==> src/inc/eewc_pkg.sv <==
// Purpose: constants and types of the EEPROM write cache block
// Assumes: 100 MHz system clock, two-wire bus sampled as plain inputs
// Notes: cache, page commit and acknowledge polling only; no read path
// Functional notes
// - While committing, never acknowledge a received control byte.
// - A Stop ending a write command starts the timed commit by itself.
// - Acknowledge the polling control byte once commit finished.
// - Cache holds 64 bytes as eight pages of eight bytes.
// - Store data bytes into cache until Stop, then commit.
// - Every loaded page costs one full page cycle, at most 5 ms.
// - Beyond 64 bytes the load pointer wraps to page 0, overwriting.
// - Ignore every bus command while the commit is running.
// - Aligned start writes cached bytes to consecutive addresses, across blocks.
// - First byte goes to cache page 0 at low three address bits.
// - Mid-page start with full cache rolls last bytes into page 0.
// - Cache page 0 goes to start page, later pages to following pages.
// - Only loaded byte positions of a page are written.
// - After Stop and finished commit the block is in standby.
// - Aborted transactions also return the block to standby.
// - Respond only when control byte select bits match the straps.
// - Data line driven open drain only: pull low or release.
// - Data changes only with clock low; changes at high are Start/Stop.
// - Address pointer advances by one after each accessed byte.
// - Protected addresses are silently skipped, others still written.
package eewc_pkg;
    localparam int CLK_HZ = 100_000_000;
    localparam int T_PAGE_WR_MS = 5;
    // Longest time: integer division rounds down
    localparam int PAGE_WR_CYCLES = T_PAGE_WR_MS * (CLK_HZ / 1000);
    localparam int CACHE_PAGES = 8;
    localparam int PAGE_BYTES = 8;
    localparam int CACHE_BYTES = CACHE_PAGES * PAGE_BYTES;
    localparam int ADDR_W = 13;
    localparam int PTR_W = 6;
    localparam int SEL_W = 3;
    localparam int PAGE_ADDR_W = ADDR_W - SEL_W;
    localparam logic [3:0] CTRL_CODE_DEF = 4'hA;
    localparam logic [1:0] IDX_CTRL = 2'h0;
    localparam logic [1:0] IDX_ADDR_HI = 2'h1;
    localparam logic [1:0] IDX_ADDR_LO = 2'h2;
    localparam logic [1:0] IDX_DATA = 2'h3;
    localparam logic [3:0] BITS_PER_BYTE = 4'h8;
    localparam logic [ADDR_W-1:0] ADDR_RST = 13'h0000;
    localparam logic [PTR_W-1:0] PTR_RST = 6'h00;
    localparam logic [1:0] BUS_SYNC_RST = 2'h3;
    localparam logic [2:0] STRAP_SYNC_RST = 3'h0;

    typedef struct packed {
        logic en;
        logic [ADDR_W-1:0] addr;
        logic [7:0] data;
    } eewc_arr_wr_t;

    typedef enum logic [1:0] {
        BS_IDLE,
        BS_RX,
        BS_ACK,
        BS_SKIP
    } eewc_bus_st_t;

    typedef enum logic [1:0] {
        CM_IDLE,
        CM_BYTES,
        CM_WAIT
    } eewc_cm_st_t;
endpackage : eewc_pkg

==> src/hdl/eewc_top.sv <==
// Purpose: write cache, page commit and acknowledge polling of the EEPROM
// Assumes: prot_hit answers prot_chk_addr in the same cycle
// Notes: read commands are not acknowledged; no read data path here
`timescale 1ns/1ns
module eewc_top #(
    parameter int PAGE_WR_CYCLES = eewc_pkg::PAGE_WR_CYCLES,
    parameter logic [3:0] CTRL_CODE = eewc_pkg::CTRL_CODE_DEF
) (
    input wire logic clk,
    input wire logic sys_rst,
    input wire logic scl_pin,
    input wire logic sda_pin_i,
    output logic sda_pin_o,
    output logic sda_pin_oe_n,
    input wire logic chip_sel_bit_zero,
    input wire logic chip_sel_bit_one,
    input wire logic chip_sel_bit_two,
    output logic [eewc_pkg::ADDR_W-1:0] prot_chk_addr,
    input wire logic prot_hit,
    output eewc_pkg::eewc_arr_wr_t arr_wr,
    output logic [eewc_pkg::ADDR_W-1:0] cur_addr,
    output logic [3:0] pages_loaded,
    output logic busy,
    output logic standby
);
    localparam int TMR_W = $clog2(PAGE_WR_CYCLES + 1);
    localparam int WAIT_LOAD = PAGE_WR_CYCLES - eewc_pkg::PAGE_BYTES - 1;

    logic [1:0] bus_s;
    logic [2:0] cs_s;
    logic scl_p_q;
    logic sda_p_q;
    logic scl_rise;
    logic scl_fall;
    logic start_det;
    logic stop_det;

    eewc_pkg::eewc_bus_st_t bs_q;
    logic [3:0] bit_cnt_q;
    logic [7:0] shift_q;
    logic [1:0] byte_idx_q;
    logic oe_n_q;
    logic cmd_active_q;
    logic byte_done;
    logic ctrl_match;
    logic ack_now;
    logic wr_begin;
    logic data_take;
    logic commit_go;

    logic [7:0] cache_q [0:eewc_pkg::CACHE_BYTES-1];
    logic [eewc_pkg::CACHE_BYTES-1:0] loaded_q;
    logic [eewc_pkg::CACHE_PAGES-1:0] page_used;
    logic [eewc_pkg::PTR_W-1:0] ld_ptr_q;
    logic [eewc_pkg::ADDR_W-1:0] addr_ptr_q;
    logic [eewc_pkg::PAGE_ADDR_W-1:0] base_page_q;

    eewc_pkg::eewc_cm_st_t cm_q;
    logic [2:0] cm_page_q;
    logic [2:0] cm_byte_q;
    logic [TMR_W-1:0] tmr_q;
    logic [eewc_pkg::PTR_W-1:0] cm_idx;
    logic [eewc_pkg::PAGE_ADDR_W-1:0] cm_arr_page;
    logic cm_last_page;
    eewc_pkg::eewc_arr_wr_t arr_wr_q;

    function automatic logic [3:0] count_pages(
        input logic [eewc_pkg::CACHE_PAGES-1:0] used
    );
        logic [3:0] n;
        n = 4'h0;
        for (int i = 0; i < eewc_pkg::CACHE_PAGES; i++) begin
            n = n + {3'h0, used[i]};
        end
        return n;
    endfunction : count_pages

    eewc_sync #(
        .WIDTH(2),
        .RST_VAL(eewc_pkg::BUS_SYNC_RST)
    ) u_bus_sync (
        .clk(clk),
        .sys_rst(sys_rst),
        .d({scl_pin, sda_pin_i}),
        .q(bus_s)
    );

    eewc_sync #(
        .WIDTH(3),
        .RST_VAL(eewc_pkg::STRAP_SYNC_RST)
    ) u_strap_sync (
        .clk(clk),
        .sys_rst(sys_rst),
        .d({chip_sel_bit_two, chip_sel_bit_one, chip_sel_bit_zero}),
        .q(cs_s)
    );

    always_ff @(posedge clk or posedge sys_rst) begin
        if (sys_rst) begin
            scl_p_q <= 1'b1;
            sda_p_q <= 1'b1;
        end else begin
            scl_p_q <= bus_s[1];
            sda_p_q <= bus_s[0];
        end
    end

    assign scl_rise = bus_s[1] & ~scl_p_q;
    assign scl_fall = ~bus_s[1] & scl_p_q;
    // Data edges while clock high are framing, not data
    assign start_det = bus_s[1] & scl_p_q & sda_p_q & ~bus_s[0];
    assign stop_det = bus_s[1] & scl_p_q & ~sda_p_q & bus_s[0];

    assign busy = (cm_q != eewc_pkg::CM_IDLE);
    assign byte_done = (bs_q == eewc_pkg::BS_RX) && scl_fall
                       && (bit_cnt_q == eewc_pkg::BITS_PER_BYTE);
    // Read requests are refused: this block has no read path
    assign ctrl_match = (shift_q[7:4] == CTRL_CODE)
                        && (shift_q[3:1] == cs_s)
                        && !shift_q[0];
    // Busy hides the device from polling and commands
    assign ack_now = (byte_idx_q == eewc_pkg::IDX_CTRL) ?
                     (ctrl_match && !busy) : 1'b1;
    assign wr_begin = byte_done && ack_now
                      && (byte_idx_q == eewc_pkg::IDX_CTRL);
    assign data_take = byte_done && (byte_idx_q == eewc_pkg::IDX_DATA);
    // Stop ending a write with loaded bytes launches the commit
    assign commit_go = stop_det && cmd_active_q && (|loaded_q);

    // Bus framing and acknowledge
    always_ff @(posedge clk or posedge sys_rst) begin
        if (sys_rst) begin
            bs_q <= eewc_pkg::BS_IDLE;
            bit_cnt_q <= 4'h0;
            shift_q <= 8'h00;
            byte_idx_q <= eewc_pkg::IDX_CTRL;
            oe_n_q <= 1'b1;
        end else if (start_det) begin
            bs_q <= eewc_pkg::BS_RX;
            bit_cnt_q <= 4'h0;
            byte_idx_q <= eewc_pkg::IDX_CTRL;
            oe_n_q <= 1'b1;
        end else if (stop_det) begin
            bs_q <= eewc_pkg::BS_IDLE;
            oe_n_q <= 1'b1;
        end else begin
            case (bs_q)
                eewc_pkg::BS_RX: begin
                    if (scl_rise) begin
                        shift_q <= {shift_q[6:0], bus_s[0]};
                        bit_cnt_q <= bit_cnt_q + 4'h1;
                    end
                    if (byte_done) begin
                        if (ack_now) begin
                            // Pull low after clock fell
                            bs_q <= eewc_pkg::BS_ACK;
                            oe_n_q <= 1'b0;
                        end else begin
                            bs_q <= eewc_pkg::BS_SKIP;
                        end
                    end
                end
                eewc_pkg::BS_ACK: begin
                    if (scl_fall) begin
                        oe_n_q <= 1'b1;
                        bs_q <= eewc_pkg::BS_RX;
                        bit_cnt_q <= 4'h0;
                        if (byte_idx_q != eewc_pkg::IDX_DATA) begin
                            byte_idx_q <= byte_idx_q + 2'h1;
                        end
                    end
                end
                default: begin
                    bs_q <= bs_q;
                end
            endcase
        end
    end

    // A Start without Stop drops the pending command unwritten
    always_ff @(posedge clk or posedge sys_rst) begin
        if (sys_rst) begin
            cmd_active_q <= 1'b0;
        end else if (start_det || stop_det) begin
            cmd_active_q <= 1'b0;
        end else if (wr_begin) begin
            cmd_active_q <= 1'b1;
        end
    end

    // Address pointer and cache load position
    always_ff @(posedge clk or posedge sys_rst) begin
        if (sys_rst) begin
            addr_ptr_q <= eewc_pkg::ADDR_RST;
            base_page_q <= eewc_pkg::ADDR_RST[eewc_pkg::ADDR_W-1:3];
            ld_ptr_q <= eewc_pkg::PTR_RST;
        end else if (byte_done && byte_idx_q == eewc_pkg::IDX_ADDR_HI) begin
            // Top three bits of the first address byte are ignored
            addr_ptr_q[12:8] <= shift_q[4:0];
        end else if (byte_done && byte_idx_q == eewc_pkg::IDX_ADDR_LO) begin
            addr_ptr_q[7:0] <= shift_q;
            base_page_q <= {addr_ptr_q[12:8], shift_q[7:3]};
            ld_ptr_q <= {3'h0, shift_q[2:0]};
        end else if (data_take) begin
            addr_ptr_q <= addr_ptr_q + 13'h0001;
            // Six-bit pointer wraps into page 0
            ld_ptr_q <= ld_ptr_q + 6'h01;
        end
    end

    // Cache storage and loaded flags
    always_ff @(posedge clk or posedge sys_rst) begin
        if (sys_rst) begin
            loaded_q <= '0;
        end else if (wr_begin) begin
            loaded_q <= '0;
        end else if (data_take) begin
            loaded_q[ld_ptr_q] <= 1'b1;
        end
    end

    // Data storage needs no reset; flags say what is valid
    always_ff @(posedge clk) begin
        if (data_take) begin
            cache_q[ld_ptr_q] <= shift_q;
        end
    end

    genvar gp;
    generate
        for (gp = 0; gp < eewc_pkg::CACHE_PAGES; gp++) begin : g_page
            assign page_used[gp] = |loaded_q[gp*8 +: 8];
        end
    endgenerate

    assign pages_loaded = count_pages(page_used);

    assign cm_idx = {cm_page_q, cm_byte_q};
    // Page addition wraps through block boundaries
    assign cm_arr_page = base_page_q + {7'h00, cm_page_q};
    assign prot_chk_addr = {cm_arr_page, cm_byte_q};
    assign cm_last_page = ({1'b0, cm_page_q} + 4'h1) >= pages_loaded;

    // Page commit: eight byte slots then the page wait
    always_ff @(posedge clk or posedge sys_rst) begin
        if (sys_rst) begin
            cm_q <= eewc_pkg::CM_IDLE;
            cm_page_q <= 3'h0;
            cm_byte_q <= 3'h0;
            tmr_q <= '0;
        end else begin
            case (cm_q)
                eewc_pkg::CM_IDLE: begin
                    if (commit_go) begin
                        cm_q <= eewc_pkg::CM_BYTES;
                        cm_page_q <= 3'h0;
                        cm_byte_q <= 3'h0;
                    end
                end
                eewc_pkg::CM_BYTES: begin
                    cm_byte_q <= cm_byte_q + 3'h1;
                    if (cm_byte_q == 3'h7) begin
                        cm_q <= eewc_pkg::CM_WAIT;
                        tmr_q <= TMR_W'(WAIT_LOAD);
                    end
                end
                eewc_pkg::CM_WAIT: begin
                    if (tmr_q != '0) begin
                        tmr_q <= tmr_q - 1'b1;
                    end else if (cm_last_page) begin
                        cm_q <= eewc_pkg::CM_IDLE;
                    end else begin
                        cm_page_q <= cm_page_q + 3'h1;
                        cm_q <= eewc_pkg::CM_BYTES;
                    end
                end
                default: begin
                    cm_q <= eewc_pkg::CM_IDLE;
                end
            endcase
        end
    end

    // Array write strobe from flip-flops
    always_ff @(posedge clk or posedge sys_rst) begin
        if (sys_rst) begin
            arr_wr_q <= '0;
        end else begin
            // Unloaded and protected bytes are skipped silently
            arr_wr_q.en <= (cm_q == eewc_pkg::CM_BYTES)
                           && loaded_q[cm_idx]
                           && !prot_hit;
            arr_wr_q.addr <= prot_chk_addr;
            arr_wr_q.data <= cache_q[cm_idx];
        end
    end

    assign arr_wr = arr_wr_q;
    assign cur_addr = addr_ptr_q;
    assign sda_pin_o = 1'b0;
    assign sda_pin_oe_n = oe_n_q;
    // Unselected or aborted transfers count as standby
    assign standby = !busy && ((bs_q == eewc_pkg::BS_IDLE)
                               || (bs_q == eewc_pkg::BS_SKIP));
endmodule : eewc_top

==> src/hdl/eewc_sync.sv <==
// Purpose: three-stage input synchroniser with agreement filter
// Assumes: inputs asynchronous to clk
// Notes: output changes only when stages two and three agree
`timescale 1ns/1ns
module eewc_sync #(
    parameter int WIDTH = 2,
    parameter logic [WIDTH-1:0] RST_VAL = '0
) (
    input wire logic clk,
    input wire logic sys_rst,
    input wire logic [WIDTH-1:0] d,
    output logic [WIDTH-1:0] q
);
    logic [WIDTH-1:0] s1_q;
    logic [WIDTH-1:0] s2_q;
    logic [WIDTH-1:0] s3_q;

    always_ff @(posedge clk or posedge sys_rst) begin
        if (sys_rst) begin
            s1_q <= RST_VAL;
            s2_q <= RST_VAL;
            s3_q <= RST_VAL;
            q <= RST_VAL;
        end else begin
            s1_q <= d;
            s2_q <= s1_q;
            s3_q <= s2_q;
            // Stage one stays out of the filter: metastability hazard
            q <= (s2_q & s3_q) | (q & (s2_q ^ s3_q));
        end
    end
endmodule : eewc_sync

==> config.mk <==
export PLATFORM = sky130hd
export DESIGN_NAME = eewc_top
export DESIGN_NICKNAME = d
export VERILOG_FILES = /design/src/inc/eewc_pkg.sv /design/src/hdl/eewc_top.sv /design/src/hdl/eewc_sync.sv
export SDC_FILE = /design/constraint.sdc
export NUM_CORES = 1
export LEC_CHECK = 0
export BUFFER_PORTS_ARGS = -buffer_cell sky130_fd_sc_hd__buf_2
export CAP_MARGIN = 20
export CELL_PAD_IN_SITES_DETAIL_PLACEMENT = 1
export CELL_PAD_IN_SITES_GLOBAL_PLACEMENT = 2
export CORE_ASPECT_RATIO = 1.4
export CORE_MARGIN = 5
export CORE_UTILIZATION = 47
export CTS_CLUSTER_DIAMETER = 30
export DETAILED_ROUTE_END_ITERATION = 12
export PLACE_DENSITY = 0.82
export RECOVER_POWER = 50
export SYNTH_ARGS = -nofsm -noshare
export SYNTH_HDL_FRONTEND = slang
export SYNTH_SLANG_ARGS = --single-unit
==> constraint.sdc <==
create_clock -name clk -period 5.7 [get_ports clk]
set_input_delay 0.285 -clock clk [delete_from_list [all_inputs] [get_ports clk]]
set_output_delay 0.285 -clock clk [all_outputs]
set_load 0.01 [all_outputs]
# ---- Word-level counts from Yosys, hierarchy flattened
# Memory sizes are Yosys's and may differ from the RTL's. A register that Yosys moved wholly into a read port is not among the register bits.
# Index checks and enable logic that the tools add are counted.
dict set report word_totals {
  ff_bits 174
  ramBits 512
  n_memories 1
  wordCells 207
}
# memory words width read_ports rd_clocked_by_memory_dff write_ports line_no
set mem_list {}
lappend mem_list {cache_q 64 8 1 1 1 eewc_top.sv:51} ;# logic [7:0] cache_q [0:eewc_pkg::CACHE_BYTES-1];
dict set report classes {
  add_sub_neg 16
  reduce_logical 59
  order_cmp 4
  n_bitwise 23
  n_eq_ne 25
  mux 52
}
# cell count
set ops {}
lappend ops {{$mux W64} 2}
lappend ops {{$or A64 B64 Y64} 1}
lappend ops {{$reduce_or A64 Y1} 1}
lappend ops {{$reduce_or A8 Y1} 8}
lappend ops {{$mux W19} 2}
lappend ops {{$pmux W19 S2} 1}
lappend ops {{$mux W2} 12}
lappend ops {{$reduce_bool A2 Y1} 11}
lappend ops {{$reduce_and A4 Y1} 5}
lappend ops {{$reduce_bool A19 Y1} 1}
lappend ops {{$sub A19 B1 Y19 const B} 1}
lappend ops {{$add A4 B1 Y4} 4}
lappend ops {{$logic_and A1 B1 Y1} 16}
lappend ops {{$mux W4} 4}
lappend ops {{$ne A2 B2 Y1 const B} 8}
lappend ops {{$lt A6 B7 Y1 const B} 2}
lappend ops {{$mux W1} 14}
lappend ops {{$add A13 B1 Y13 const B} 1}
lappend ops {{$mux W13} 1}
lappend ops {{$mux W6} 2}
lappend ops {{$ne A4 B4 Y1 const B} 3}
lappend ops {{$pmux W3 S2} 2}
lappend ops {{$add A10 B3 Y10} 1}
lappend ops {{$eq A2 B2 Y1 const B} 5}
lappend ops {{other kinds (39)} 71}

# ---- Depth between registers and ports, before layout
dict set report depth {
  word_depth 12
  depth_mapped 15
  mapped_depth_nobuf 15
}

# ---- Modules after synthesis
# Synthesis repeated with hierarchy kept, for this count alone.
dict set report unflattened {
  hier_cells 1629
  hier_area_um2 28257.1
}
# mod cells_each area_each_um2 seq_area_each_um2 n_inst
set modules_own_cells {}
lappend modules_own_cells {eewc_top 1597 27639.0 19432.4 1}
lappend modules_own_cells {{eewc_sync at u_strap_sync} 19 364.1 300.3 1}
lappend modules_own_cells {{eewc_sync at u_bus_sync} 13 254.0 210.2 1}

# ---- Worst setup path after synthesis
# No wires, ideal clock.
dict set report synth_path {
  kind {register -> register}
  startpoint {reg loaded_q[0] in the netlist's numbering}
  endpoint {reg cm_page_q[0]}
  arrival_ns 4.163
  setup_slack_ns 1.467
  path_stages_with_launch 15
  cell_sequence {dfrtp_1 nor4_1 and2_1 inv_1 fa_1 fa_1 fa_1 ha_1 inv_1 fa_1 ha_1 a211oi_1 o21ai_0 or4_1 nand3_1}
}
dict set report synth_via {
  elab_chain_len 11
  word_cells_on_any_way 14
  classes_between {add/sub (7); order compare (1); eq/ne (2); reduce/logical (4)}
}
# item line_no
set synth_lines {}
lappend synth_lines {{from (decl)} eewc_top.sv:52} ;# logic [eewc_pkg::CACHE_BYTES-1:0] loaded_q;
lappend synth_lines {{from (signal assigned)} eewc_top.sv:214} ;# loaded_q <= '0;
lappend synth_lines {{from (signal assigned)} eewc_top.sv:216} ;# loaded_q <= '0;
lappend synth_lines {{from (signal, indexed assignment)} eewc_top.sv:218} ;# loaded_q[ld_ptr_q] <= 1'b1;
lappend synth_lines {{$reduce_or A8 Y1} eewc_top.sv:232} ;# assign page_used[gp] = |loaded_q[gp*8 +: 8];
lappend synth_lines {{$add A1 B1 Y2} eewc_top.sv:73} ;# n = n + {3'h0, used[i]};
lappend synth_lines {{$add A2 B1 Y3} eewc_top.sv:73}
lappend synth_lines {{$add A3 B1 Y4} eewc_top.sv:73}
lappend synth_lines {{$add A4 B1 Y4 (4 in a row)} eewc_top.sv:73}
lappend synth_lines {{$ge A4 B4 Y1} eewc_top.sv:242} ;# assign cm_last_page = ({1'b0, cm_page_q} + 4'h1) >= pages_loaded;
lappend synth_lines {{$ne A2 B2 Y1 (no source line)} n/a}
lappend synth_lines {{$reduce_and A4 Y1 (no source line) (*)} n/a}
lappend synth_lines {{to (signal assigned)} eewc_top.sv:273} ;# cm_page_q <= cm_page_q + 3'h1;
lappend synth_lines {{to (decl)} eewc_top.sv:59} ;# logic [2:0] cm_page_q;
# Every way passes the cells marked *; elsewhere a longest branch is shown, timed or not.
# A chain may end at the register's enable or synchronous reset.

# ---- Worst setup path after layout
dict set report layout_path {
  startpoint {reg loaded_q[0] in the netlist's numbering}
  endpoint {reg cm_page_q[2]}
}
# The elaborated chain is that of the path after synthesis.

==> results.tsv <==
stage	metric	value	unit
setup_path	critical path's slowest cell	fa_1	
yosys	Gate Count Post-Synth	1717	
route	Routed Antenna Nets	0	
route	1st-pass router iterations	5	
cts	Num CTS Buffers	113	
cts	clock slew at reported path FFs	0.05	ns
cts	number of H-tree levels	3	
cts	Longest Clk Path Bufs	3	
sta	Final WS setup	0.908	ns
setup_path	Critical Path Most Common Cell	fa_1	
run_status	violations in the final reports	max-capacitance violations, max-slew violations	
yosys	Synth area leader	edfxtp_1	
floorplan	Die Y	302	microns
power_and_ir_drop	Max VDD drop	282	uV
setup_path	WP data arrival	5.36	ns
yosys	synth cell count leaders	edfxtp_1, nor2_1, dfrtp_1	
sta	# setup viols final	0	
cts	number of clock sinks	694	
grt	first-pass GRT wire length	112	mm
grt	largest net degree at the start of global routing	82	
setup_path	CP startpoint kind	flip-flop	
grt	GRT Util Overall	0.228	
yosys	commonest register cell after synthesis	edfxtp_1	
yosys	Yosys top cell area share	0.538	
route	met2 routed WL	39.0	mm
yosys	ys async rst share	0.262	
floorplan	I/O pin count	64	
cts	clock latency on the worst-skew pair	0.68	ns
placed_design	hpwl dp	45.0	mm
setup_path	FF-to-FF Start	loaded_q[0]	
yosys	syn avg cell area	16.6	sq um
finish	cell area after layout	33600	sq um
floorplan	Initial Util	0.472	
route	Routed WL per cell	26.8	microns
worst_hold_path	worst min path class	in -> reg	
run_status	status	finished, violations left	
worst_hold_path	Worst Hold Launch	prot_hit	
yosys	synthesized cell area	28600	sq um
grt	Remaining Overflow, GRT	0	
setup_path	CP cell instances	nor4_1 > and2_1 > inv_1 > fa_1 > fa_1 > fa_1 > ha_1 > inv_1 > fa_1 > xor2_1 > ha_1 > o21ai_0 > o21ai_0 > o21ai_0 > a31oi_1	
yosys	most frequent cell after synthesis	edfxtp_1	
setup_path	Setup crit start	loaded_q[0]	
yosys	Synth area leaders	edfxtp_1, dfrtp_1, mux4_2	
finish	final core occ	0.556	
grt	initial antenna violation count	0	
cts	CTS tree	yes	
sta	slew margin rel.	-1.41	
sta	Final period util	0.841	
floorplan	core footprint	60500	sq um
sta	Setup Skew	0.0226	ns
placed_design	port buffer count	62	
finish	layout cells sized above 1	0.231	
sta	Final Hold Vio Count	0	
placed_design	placed instance area	29700	sq um
route	routed vias	16254	
route	met3 routed WL	3.34	mm
cts	Setup Buffers After CTS	0	
sta	minimum clock period	4.79	ns
grt	vias in the first global route	17661	
yosys	yosys warns	0	
cts	clock root buffer	clkbuf_16	
finish	antenna cells	0	
floorplan	die area	65900	sq um
yosys	register area share after synthesis	0.698	
floorplan	die span in x	218	microns
floorplan	row cnt	107	
power_and_ir_drop	LEAKAGE	12.2	nW
finish	area delta synth->final	17.7	%
yosys	number of synthesized flops with an enable pin	512	
placed_design	Place WS	0.880	ns
yosys	synthesized flop and latch total	694	
yosys	Syn Nets	1760	
setup_path	CP required	6.27	ns
setup_path	Largest stage delay, worst path	0.55	ns
sta	RSZ-0062 raised after global routing	no	
setup_path	type of the worst setup path	reg -> reg	
route	Via density	5.90	
route	drt initial violations	1445	
route	M1 wire length	29.3	mm
power_and_ir_drop	PwrDens	426	nW/um^2
setup_path	crit end category	flip-flop	
route	DRC viols	0	
power_and_ir_drop	Tot Pwr	14.3	mW
yosys	number of library cell types mapped by synthesis	68	
route	Routed WL	73.7	mm
flow_run	Max Cap Viol	13	
finish	final layout net count	1881	
placed_design	GPL Wtd Cong	0.833	
sta	Worst Tran Pin Value	3.61	ns
sta	TNS Setup	0	ns
route	top sig layer	met4	
sta	Fmax	209	MHz
sta	Slew Viols, Final	742	
setup_path	critical path peak fanout	6	
## state kept, by name (all words and copies together), names as in the netlist, 3 cells and up
signal and cells:
u_strap_sync.q 3, arr_wr 22, shift_q 8, loaded_q 64, u_strap_sync.s2_q 3, u_strap_sync.s1_q 3, base_page_q 10, cm_byte_q 3
u_strap_sync.s3_q 3, tmr_q 19, cm_page_q 3, cur_addr 13, bit_cnt_q 4, cache_q 512, ld_ptr_q 6
## cell type report
type	instances	area, sq um
multi-input combinational	908	8130
inverter	34	129
sequential	694	20000
fill	5619	26900
tap	817	1020
clock buffer	124	2920
clock inverter	90	1000
timing repair buffer	87	459
## critical path, delay by kind of cell, from the launching register on
kind,cells,cell delay [ns]
buffers and inverters,2,0.13
adders and majority gates,6,2.40
and+or+nand+nor,2,0.55
DFF,1,0.39
AOI/OAI and AO/OA,4,1.04
xor gates and xnor gates,1,0.17
## repair_timing
action	CTS	global route
endpoints found under the hold margin	73	0
gates resized for setup	0	0
hold buffers	6	0
## power breakdown
| group | internal, mW | switching (mW) | leakage (nW) |
|---|---|---|---|
| combinational | 0.254 | 0.954 | 3.26 |
| sequential | 6.01 | 0.130 | 7.05 |
| clock | 4.37 | 2.59 | 1.91 |
| total | 10.6 | 3.68 | 12.2 |
## placed cells by master (no fill, tap or decap), types with 18 or more instances in the layout
cell / synthesis / layout
mux4_2: 144 / 144
clkinv_4: 0 / 18
inv_6: 0 / 23
inv_1: 33 / 32
nand3_1: 33 / 33
buf_2: 20 / 27
mux2_2: 18 / 18
edfxtp_1: 512 / 512
clkbuf_16: 0 / 115
dfrtp_1: 171 / 163
a21oi_1: 90 / 90
nand2_1: 56 / 56
o21ai_0: 23 / 23
ha_1: 30 / 30
mux2i_1: 74 / 74
nor4_1: 23 / 22
clkbuf_1: 31 / 51
o22ai_1: 37 / 37
nor2_1: 184 / 184
## per-stage QoR
stage               std cells  hold slack (ns)
detailed placement       2534            0.337
CTS                      2754           0.0254
global route             2754           0.0568
finish                   2754           0.0700
floorplan                1717            0.289
global placement         2534            0.334
## worst paths after layout
path	cells after the start	end	slack (ns)
max	15	cm_page_q[2]	0.91
min	3	arr_wr[21]	0.07
max reg2reg	15	cm_page_q[2]	0.91
min reg2reg	0	u_strap_sync.s2_q[0]	0.35
max in group asynchronous	4	arr_wr[3]	1.83
min in group asynchronous	3	arr_wr[15]	1.24
## cell families (layout without fill, tap and decap cells)
kind of cell | after synthesis | after routing | share of synthesized area
XOR/XNOR | 27 | 27 | 0.00828
AO/OA/AOI/OAI | 202 | 202 | 0.0425
flip-flops | 694 | 694 | 0.698
multiplexers | 236 | 236 | 0.147
adder cells (fa/ha/maj) | 35 | 35 | 0.0166
other | 1 | 1 | 0.000131
buffers and inverters | 115 | 335 | 0.0182
AND/OR/NAND/NOR | 407 | 407 | 0.0695
## metal layers
layer	global-route usage	vias up
met5	0	-
met4	0.0811	0
met3	0.0309	135
met2	0.402	474
met1	0.290	8657
li1	-	6988
Note: power is estimated with default switching activity, not from simulation.
